### src/iocdm_defines.svh
// Constants for the I/O channel diagnostic monitor
`ifndef IOCDM_DEFINES_SVH
`define IOCDM_DEFINES_SVH

`define IOCDM_N_DIG      8
`define IOCDM_N_AI       4
`define IOCDM_CNT_W      27
`define IOCDM_THR_MAX    16'hfde8
`define IOCDM_CNT_SCALE  27'h00003e8
`define IOCDM_CNT_SAT    27'h7ffffff
`define IOCDM_HOUR_S     64'h0000000000000e10
`define IOCDM_CLK_HZ     64'h0000000002625a00
// Span bounds and 0.5% margins in hundredths, range 7 first
`define IOCDM_RANGE_LO   {16'h0190, 16'h0000, 16'h0064, 16'h0000, \
                          16'h0000, 16'hf830, 16'hfe0c, 16'hfc18}
`define IOCDM_RANGE_HI   {16'h07d0, 16'h07d0, 16'h01f4, 16'h01f4, \
                          16'h03e8, 16'h07d0, 16'h01f4, 16'h03e8}
`define IOCDM_RANGE_M    {16'h0008, 16'h000a, 16'h0002, 16'h0002, \
                          16'h0005, 16'h0014, 16'h0005, 16'h000a}

`endif

### src/iocdm_pkg.sv
// Types for the I/O channel diagnostic monitor
package iocdm_pkg;
    typedef enum logic [2:0] {
        IOCDM_RNG_BI10V  = 3'h0,
        IOCDM_RNG_BI5V   = 3'h1,
        IOCDM_RNG_BI20MA = 3'h2,
        IOCDM_RNG_U10V   = 3'h3,
        IOCDM_RNG_U5V    = 3'h4,
        IOCDM_RNG_U1_5V  = 3'h5,
        IOCDM_RNG_U20MA  = 3'h6,
        IOCDM_RNG_U4_20MA = 3'h7
    } iocdm_range_t;

    typedef enum logic [1:0] {
        IOCDM_AVG_NONE          = 2'h0,
        IOCDM_AVG_TWO_SAMPLES   = 2'h1,
        IOCDM_AVG_FOUR_SAMPLES  = 2'h2,
        IOCDM_AVG_EIGHT_SAMPLES = 2'h3
    } iocdm_avg_t;

    typedef enum logic [1:0] {
        IOCDM_FMT_OFFSET = 2'h0,
        IOCDM_FMT_SIGN_MAG = 2'h1,
        IOCDM_FMT_TWOS   = 2'h2
    } iocdm_fmt_t;

    typedef enum logic [1:0] {
        IOCDM_ST_RESTORE = 2'h0,
        IOCDM_ST_RUN     = 2'h1,
        IOCDM_ST_SAVE    = 2'h3
    } iocdm_state_t;
endpackage

### src/iocdm_retain_mem.sv
// Retained storage for the operation counts
`timescale 1ns/100ps
module iocdm_retain_mem (
    input  wire logic        i_clk,
    // Write port
    input  wire logic        i_we,
    input  wire logic [2:0]  i_waddr,
    input  wire logic [26:0] i_wdata,
    // Read port
    input  wire logic [2:0]  i_raddr,
    output logic      [26:0] o_rdata
);
    logic [26:0] mem_r [0:7];

    // No reset: contents survive a reset of the logic
    always_ff @(posedge i_clk) begin
        if (i_we) begin
            mem_r[i_waddr] <= i_wdata;
        end
        o_rdata <= mem_r[i_raddr];
    end
endmodule

### src/iocdm_top.sv
// Channel monitor: operation counters and analogue input diagnostics
`timescale 1ns/100ps
`include "iocdm_defines.svh"
module iocdm_top #(
    parameter logic [63:0] HOUR_CYCLES = `IOCDM_HOUR_S * `IOCDM_CLK_HZ
) (
    // Clock and reset
    input  wire logic         i_clk,
    input  wire logic         i_rst_n,
    // Digital channels
    input  wire logic [7:0]   i_dig_in,
    input  wire logic [7:0]   i_cnt_err_en,
    input  wire logic [127:0] i_cnt_thr,
    input  wire logic [7:0]   i_cnt_clr,
    output logic      [7:0]   o_cnt_err,
    output logic      [215:0] o_cnt_value,
    output logic              o_restore_done,
    // Supply short detection
    input  wire logic         i_sup_short,
    input  wire logic         i_sup_det_en,
    output logic              o_sup_err,
    // Analogue channels
    input  wire logic [63:0]  i_ai_sample,
    input  wire logic [3:0]   i_ai_valid,
    input  wire logic [11:0]  i_ai_range,
    input  wire logic [7:0]   i_avg_mode,
    input  wire logic [1:0]   i_fmt,
    input  wire logic         i_over_en,
    input  wire logic         i_under_en,
    input  wire logic [3:0]   i_ulim_hi_en,
    input  wire logic [3:0]   i_ulim_lo_en,
    input  wire logic [63:0]  i_ulim_hi,
    input  wire logic [63:0]  i_ulim_lo,
    output logic      [63:0]  o_ai_data,
    output logic      [3:0]   o_ai_upd,
    output logic      [3:0]   o_over_err,
    output logic      [3:0]   o_under_err,
    output logic      [3:0]   o_ulim_hi_err,
    output logic      [3:0]   o_ulim_lo_err
);

    localparam logic [127:0] RLO = `IOCDM_RANGE_LO;
    localparam logic [127:0] RHI = `IOCDM_RANGE_HI;
    localparam logic [127:0] RM  = `IOCDM_RANGE_M;

    iocdm_pkg::iocdm_state_t state_r, state_nxt;
    logic [3:0]  idx_r;
    logic [63:0] hour_r;
    logic [7:0]  dig_s1_r, dig_s2_r, dig_q_r;
    logic        sup_s1_r, sup_s2_r;
    logic        rd_vld_r;
    logic [2:0]  rd_idx_r;
    logic [26:0] rdata;
    logic [26:0] cnt_r [0:7];

    wire hour_tick = (hour_r == HOUR_CYCLES - 64'h1);
    wire in_run    = (state_r == iocdm_pkg::IOCDM_ST_RUN);
    wire in_save   = (state_r == iocdm_pkg::IOCDM_ST_SAVE);
    wire in_rest   = (state_r == iocdm_pkg::IOCDM_ST_RESTORE);
    wire last_save = (idx_r == 4'h7);
    wire rest_end  = (idx_r == 4'h8);

    // Sequencer: restore after reset, hourly save
    always_comb begin
        state_nxt = state_r;
        case (state_r)
            iocdm_pkg::IOCDM_ST_RESTORE: begin
                if (rest_end) state_nxt = iocdm_pkg::IOCDM_ST_RUN;
            end
            iocdm_pkg::IOCDM_ST_RUN: begin
                if (hour_tick) state_nxt = iocdm_pkg::IOCDM_ST_SAVE;
            end
            iocdm_pkg::IOCDM_ST_SAVE: begin
                if (last_save) state_nxt = iocdm_pkg::IOCDM_ST_RUN;
            end
            default: state_nxt = iocdm_pkg::IOCDM_ST_RESTORE;
        endcase
    end

    always_ff @(posedge i_clk) begin
        if (!i_rst_n) begin
            state_r <= iocdm_pkg::IOCDM_ST_RESTORE;
            idx_r   <= 4'h0;
            hour_r  <= 64'h0;
        end else begin
            state_r <= state_nxt;
            idx_r   <= (state_nxt != state_r) ? 4'h0 : idx_r + 4'h1;
            hour_r  <= (hour_tick || in_rest) ? 64'h0 : hour_r + 64'h1;
        end
    end

    // Read-back pipeline for restore
    always_ff @(posedge i_clk) begin
        if (!i_rst_n) begin
            rd_vld_r       <= 1'b0;
            rd_idx_r       <= 3'h0;
            o_restore_done <= 1'b0;
        end else begin
            rd_vld_r       <= in_rest && !idx_r[3];
            rd_idx_r       <= idx_r[2:0];
            o_restore_done <= !in_rest;
        end
    end

    iocdm_retain_mem u_iocdm_retain_mem (
        .i_clk   (i_clk),
        .i_we    (in_save),
        .i_waddr (idx_r[2:0]),
        .i_wdata (cnt_r[idx_r[2:0]]),
        .i_raddr (idx_r[2:0]),
        .o_rdata (rdata)
    );

    // Pin synchronisers
    always_ff @(posedge i_clk) begin
        if (!i_rst_n) begin
            dig_s1_r  <= 8'h00;
            dig_s2_r  <= 8'h00;
            dig_q_r   <= 8'h00;
            sup_s1_r  <= 1'b0;
            sup_s2_r  <= 1'b0;
            o_sup_err <= 1'b0;
        end else begin
            dig_s1_r  <= i_dig_in;
            dig_s2_r  <= dig_s1_r;
            dig_q_r   <= dig_s2_r;
            sup_s1_r  <= i_sup_short;
            sup_s2_r  <= sup_s1_r;
            o_sup_err <= i_sup_det_en && sup_s2_r;
        end
    end

    genvar g;
    for (g = 0; g < `IOCDM_N_DIG; g = g + 1) begin : g_dig
        wire [15:0] thr_w = i_cnt_thr[g*16 +: 16];
        wire [15:0] thr_c = (thr_w > `IOCDM_THR_MAX) ? `IOCDM_THR_MAX : thr_w;
        wire [26:0] lim   = {11'h000, thr_c} * `IOCDM_CNT_SCALE;
        wire        rise  = dig_s2_r[g] && !dig_q_r[g];
        wire        load  = rd_vld_r && (rd_idx_r == 3'(g));
        wire        sat   = (cnt_r[g] == `IOCDM_CNT_SAT);
        wire [26:0] cnt_nxt = i_cnt_clr[g] ? 27'h0 :
                              load ? rdata :
                              (rise && !sat && !in_rest) ? cnt_r[g] + 27'h1 : cnt_r[g];

        always_ff @(posedge i_clk) begin
            if (!i_rst_n) begin
                cnt_r[g]     <= 27'h0;
                o_cnt_err[g] <= 1'b0;
            end else begin
                cnt_r[g]     <= cnt_nxt;
                o_cnt_err[g] <= i_cnt_err_en[g] && (cnt_r[g] > lim);
            end
        end
        assign o_cnt_value[g*27 +: 27] = cnt_r[g];

    end

    for (g = 0; g < `IOCDM_N_AI; g = g + 1) begin : g_ai
        logic [15:0] h_r [0:7];
        logic        upd_r;
        wire  [2:0]  rng = i_ai_range[g*3 +: 3];
        wire  [1:0]  am  = i_avg_mode[g*2 +: 2];
        wire  [18:0] s2 = {{3{h_r[0][15]}}, h_r[0]} + {{3{h_r[1][15]}}, h_r[1]};
        wire  [18:0] s4 = s2 + {{3{h_r[2][15]}}, h_r[2]} + {{3{h_r[3][15]}}, h_r[3]};
        wire  [18:0] s8 = s4 + {{3{h_r[4][15]}}, h_r[4]} + {{3{h_r[5][15]}}, h_r[5]}
                             + {{3{h_r[6][15]}}, h_r[6]} + {{3{h_r[7][15]}}, h_r[7]};
        wire  [15:0] avg = (am == iocdm_pkg::IOCDM_AVG_TWO_SAMPLES)   ? s2[16:1] :
                           (am == iocdm_pkg::IOCDM_AVG_FOUR_SAMPLES)  ? s4[17:2] :
                           (am == iocdm_pkg::IOCDM_AVG_EIGHT_SAMPLES) ? s8[18:3] : h_r[0];
        wire  signed [16:0] v    = $signed({avg[15], avg});
        wire  [15:0] lo_w = RLO[rng*16 +: 16];
        wire  [15:0] hi_w = RHI[rng*16 +: 16];
        wire  [15:0] m_w  = RM[rng*16 +: 16];
        wire  signed [16:0] top  = $signed({hi_w[15], hi_w}) + $signed({1'b0, m_w});
        wire  signed [16:0] bot  = $signed({lo_w[15], lo_w}) - $signed({1'b0, m_w});
        wire  [15:0] uh = i_ulim_hi[g*16 +: 16];
        wire  [15:0] ul = i_ulim_lo[g*16 +: 16];
        wire  [15:0] mag = 16'h0 - avg;
        wire  [15:0] fmt = (i_fmt == iocdm_pkg::IOCDM_FMT_OFFSET) ? {~avg[15], avg[14:0]} :
                           (i_fmt == iocdm_pkg::IOCDM_FMT_SIGN_MAG && avg[15]) ?
                           {1'b1, mag[14:0]} : avg;

        always_ff @(posedge i_clk) begin
            if (!i_rst_n) begin
                for (int k = 0; k < 8; k = k + 1) begin
                    h_r[k] <= 16'h0000;
                end
                upd_r <= 1'b0;
            end else begin
                upd_r <= i_ai_valid[g];
                if (i_ai_valid[g]) begin
                    h_r[0] <= i_ai_sample[g*16 +: 16];
                    for (int k = 1; k < 8; k = k + 1) begin
                        h_r[k] <= h_r[k-1];
                    end
                end
            end
        end

        always_ff @(posedge i_clk) begin
            if (!i_rst_n) begin
                o_ai_data[g*16 +: 16] <= 16'h0000;
                o_ai_upd[g]      <= 1'b0;
                o_over_err[g]    <= 1'b0;
                o_under_err[g]   <= 1'b0;
                o_ulim_hi_err[g] <= 1'b0;
                o_ulim_lo_err[g] <= 1'b0;
            end else begin
                o_ai_upd[g] <= upd_r;
                if (upd_r) begin
                    o_ai_data[g*16 +: 16] <= fmt;
                    o_over_err[g]    <= i_over_en && (v > top);
                    o_under_err[g]   <= i_under_en && (v < bot);
                    o_ulim_hi_err[g] <= i_ulim_hi_en[g] && ($signed(avg) > $signed(uh));
                    o_ulim_lo_err[g] <= i_ulim_lo_en[g] && ($signed(avg) < $signed(ul));
                end
            end
        end

    end
endmodule

### config.mk
export PLATFORM = sky130hd
export DESIGN_NAME = iocdm_top
export DESIGN_NICKNAME = d
export VERILOG_FILES = /design/src/iocdm_pkg.sv /design/src/iocdm_retain_mem.sv /design/src/iocdm_top.sv
export VERILOG_INCLUDE_DIRS = /design/src
export SDC_FILE = /design/constraint.sdc
export NUM_CORES = 2
export LEC_CHECK = 0
export BUFFER_PORTS_ARGS = -buffer_cell sky130_fd_sc_hd__buf_2
export CELL_PAD_IN_SITES_DETAIL_PLACEMENT = 1
export CELL_PAD_IN_SITES_GLOBAL_PLACEMENT = 2
export CORE_UTILIZATION = 36
export CTS_CLUSTER_DIAMETER = 60
export CTS_CLUSTER_SIZE = 24
export DETAILED_ROUTE_END_ITERATION = 10
export PLACE_DENSITY_LB_ADDON = 0.1
export SYNTH_ARGS = -nofsm -noshare
export SYNTH_HDL_FRONTEND = slang
export SYNTH_SLANG_ARGS = --single-unit
### constraint.sdc
create_clock -name i_clk -period 8.33 [get_ports i_clk]
set_input_delay 0.4165 -clock i_clk [delete_from_list [all_inputs] [get_ports i_clk]]
set_output_delay 0.4165 -clock i_clk [all_outputs]
set_load 0.01 [all_outputs]
==> metrics.cfg <==
[clock_tree]
clkSlewWorstSetupHoldPaths_ns=0.07
cts_max_level=4
cts_made_buffers=143
cts_sinks=1169
clk_path_buf_depth=4
cts_tree=done
root_buffer=clkbuf_16
clk_latency_ns=0.85

[global_routing]
grt.total_usage=0.2522
grt_pass1_vias=86720
grt_pass1_wl_um=535200
grt_max_degree=192
antenna_found_initial=39
grt-ovfl-total=0

[synthesis]
synth-seq-area-share=0.3114
synth_compound_area_frac=0.1291
ys_top_cells_by_area=edfxtp_1, fa_1, ha_1
syn_area_per_cell_sq_um=9.793
synth_top_cell_area_share=0.2218
synthMuxAreaShare=0.008304
ys.flop_type=edfxtp_1
synth_area_sq_um=98540
synth_top_family_by_area=adder cells
syn_inst=10060
synth-simple-area-share=0.1458
ys_ff_latch=1169
ys_warn_count=0
yosysUniqueCellTypes=100
yosysTopAreaCell=edfxtp_1
synthAdderAreaFrac=0.2862
yosysMostFrequentCell=inv_1
async_flop_share=0
yosys-top-cells-count=inv_1, ha_1, edfxtp_1, fa_1, nor2_1
synth_edf_count=728
synthXorXnorAreaFrac=0.05213

[timing]
period_needed_ns=8.539
worst_pin_slew_ns=1.331
fin_skew_ns=0.06713
fmax_ghz=0.1171
setup_tns_ns=-3.153
max_slew_margin=0.1112
finalCritPeriodShare=1.025
final.setup.worst_slack_ns=-0.2091
rsz0062_at_grt=yes
hold_ws_ns=0.05509
maxSlewViolCount=0
finalHoldViolations=0
setup_viol=25

[routing]
routedWlPerCell_um=23.56
wl_um=355800
drtPass1Iterations=7
num_vias=81420
drt_iter0_drc=5018
drcViolationCount=0
ant_nets=0
routed_via_density=5.392

[critical_path]
slowest_stage=fa_1
worstSetupPathType=flop to flop
crit_buf_inv=10
cp-start-kind=flop
critPathTopFamily=adder cells
path_common_cell=buf_4
slowest_delay_ns=0.52
reg2reg_slack_ns=-0.21
worstPathArrival_ns=9.24
endpoint_kind=flop
worstPathRequired_ns=9.03
crit_fanout=3

[placement]
placed_cells=14610
pre_cts_ws_ns=-0.9129
port-buffer-count=693
place_hpwl_um=271100
globalplace.congestion=0.8968

[pwr]
irDropWorstVdd_mv=0.2439
p_per_area_nw_per_um2=369.9
p_leak_nw=55.33

[floorplanning]
die_width_um=525.2
die_y_um=525.2
start_util=0.3630
core_area_sq_um=271500
num_io_pins=694
die_area_sq_um=275800
num_rows=191

[layout]
nNetsFinal=13620
final_layout_size_suffix_gt1_frac=0.2131
final_core_util=0.4471
syn2layout_area_growth_pct=23.17
fillers=30250
final-instance-count-excl-fill=15100

[run]
maxCapViolations=0

[status]
status=complete, but fails checks
violations=setup timing

[hold_path]
hold_class=input pin to flop

[sequential cells by signal (all words and copies together), names as in the netlist]
register,count
cnt_r,216
dig_q_r,8
dig_s1_r,8
dig_s2_r,8
g_ai.h_r,512
g_ai.upd_r,4
hour_r,64
idx_r,4
o_ai_data,64
o_ai_upd,4
o_cnt_err,8
o_over_err,4
o_restore_done,1
o_sup_err,1
o_ulim_hi_err,4
o_ulim_lo_err,4
o_under_err,4
rd_idx_r,3
rd_vld_r,1
state_r,2
sup_s1_r,1
sup_s2_r,1
u_iocdm_retain_mem.mem_r,216
u_iocdm_retain_mem.o_rdata,27
[final cells by class]
type | instances | area, sq um | share of cell area
Multi-Input combinational cell | 7142 | 65590 | 0.5404
Clock buffer | 157 | 3789 | 0.03122
Antenna cell | 12 | 30.03 | 0.0002474
Tap cell | 3570 | 4467 | 0.03680
Timing Repair Buffer | 1582 | 10670 | 0.08789
Sequential cell | 1169 | 30690 | 0.2529
Inverter | 1373 | 5167 | 0.04258
Clock inverter | 95 | 968.4 | 0.007979
[path summary, 6_finish.rpt]
| kind | to | from | cells past startpoint |
|---|---|---|---|
| setup / recovery | o_under_err[3] | g_ai[3].h_r[0][0] | 40 |
| hold / removal | o_ulim_hi_err[2] | i_ulim_hi_en[2] | 4 |
| setup reg to reg | o_under_err[3] | g_ai[3].h_r[0][0] | 40 |
| hold reg to reg | dig_s2_r[2] | dig_s1_r[2] | 1 |
[logic make-up after synthesis]
| group | count (synthesis) |
|---|---|
| compound gates | 1930 |
| xor+xnor | 585 |
| fa+ha+maj | 1825 |
| buf+inv | 1755 |
| flops | 1169 |
| mux | 56 |
| other cells | 1 |
| simple gates | 2742 |
[layer usage]
metal  track usage  vias to the layer above  part of all wire
met5             0                        -           0.00035
met4       0.07048                       20             0.030
met3       0.03528                      460             0.052
met2        0.4232                     1725              0.47
met1        0.3375                    41420              0.45
li1              -                    37800                 -
[worst register-to-register path: cells and delay by family (launching register included)]
kind / cells / cell delay [ns]
buffers and inverters: 10 / 1.18
flip-flops: 1 / 0.44
XOR/XNOR: 2 / 0.26
adder cells (fa/ha/maj): 9 / 3.25
AO/OA/AOI/OAI: 11 / 1.79
AND/OR/NAND/NOR: 8 / 1.43
[through the flow]
step | total power [W] | area (sq um)
2_1_floorplan | 0.02372 | 98550
3_3_place_gp | 0.03285 | 110200
3_5_place_dp | 0.03371 | 110200
4_1_cts | 0.04277 | 118700
5_1_grt | 0.04870 | 121400
6_report | 0.04490 | 121400
[what timing repair did]
item | in CTS | in global routing
setup buffers | 96 | 65
endpoints found under the hold margin | 79 | 0
hold buffers | 79 | 0
pin swaps | 348 | 401
cloned | 0 | 1
resized for setup | 441 | 418
setup endpoints to repair | 74 | 62
[report_power, final]
part / internal [W] / total [W] / switching (W)
sequential: 0.00645 / 0.00686 / 0.000412
clock: 0.00348 / 0.00645 / 0.00298
combinational: 0.0150 / 0.0316 / 0.0166
total: 0.0249 / 0.0449 / 0.0200
[placed cells by master, fill, tap and decap left out, drive strengths merged, types with 406 or more instances in the layout]
cell type / n
nor2: 644
inv: 1413
edfxtp: 728
nand2: 415
fa: 716
buf: 1501
ha: 1107
o21ai: 406
dfxtp: 441
and3: 472
a21oi: 440
Power figures use the tool's default switching activity.
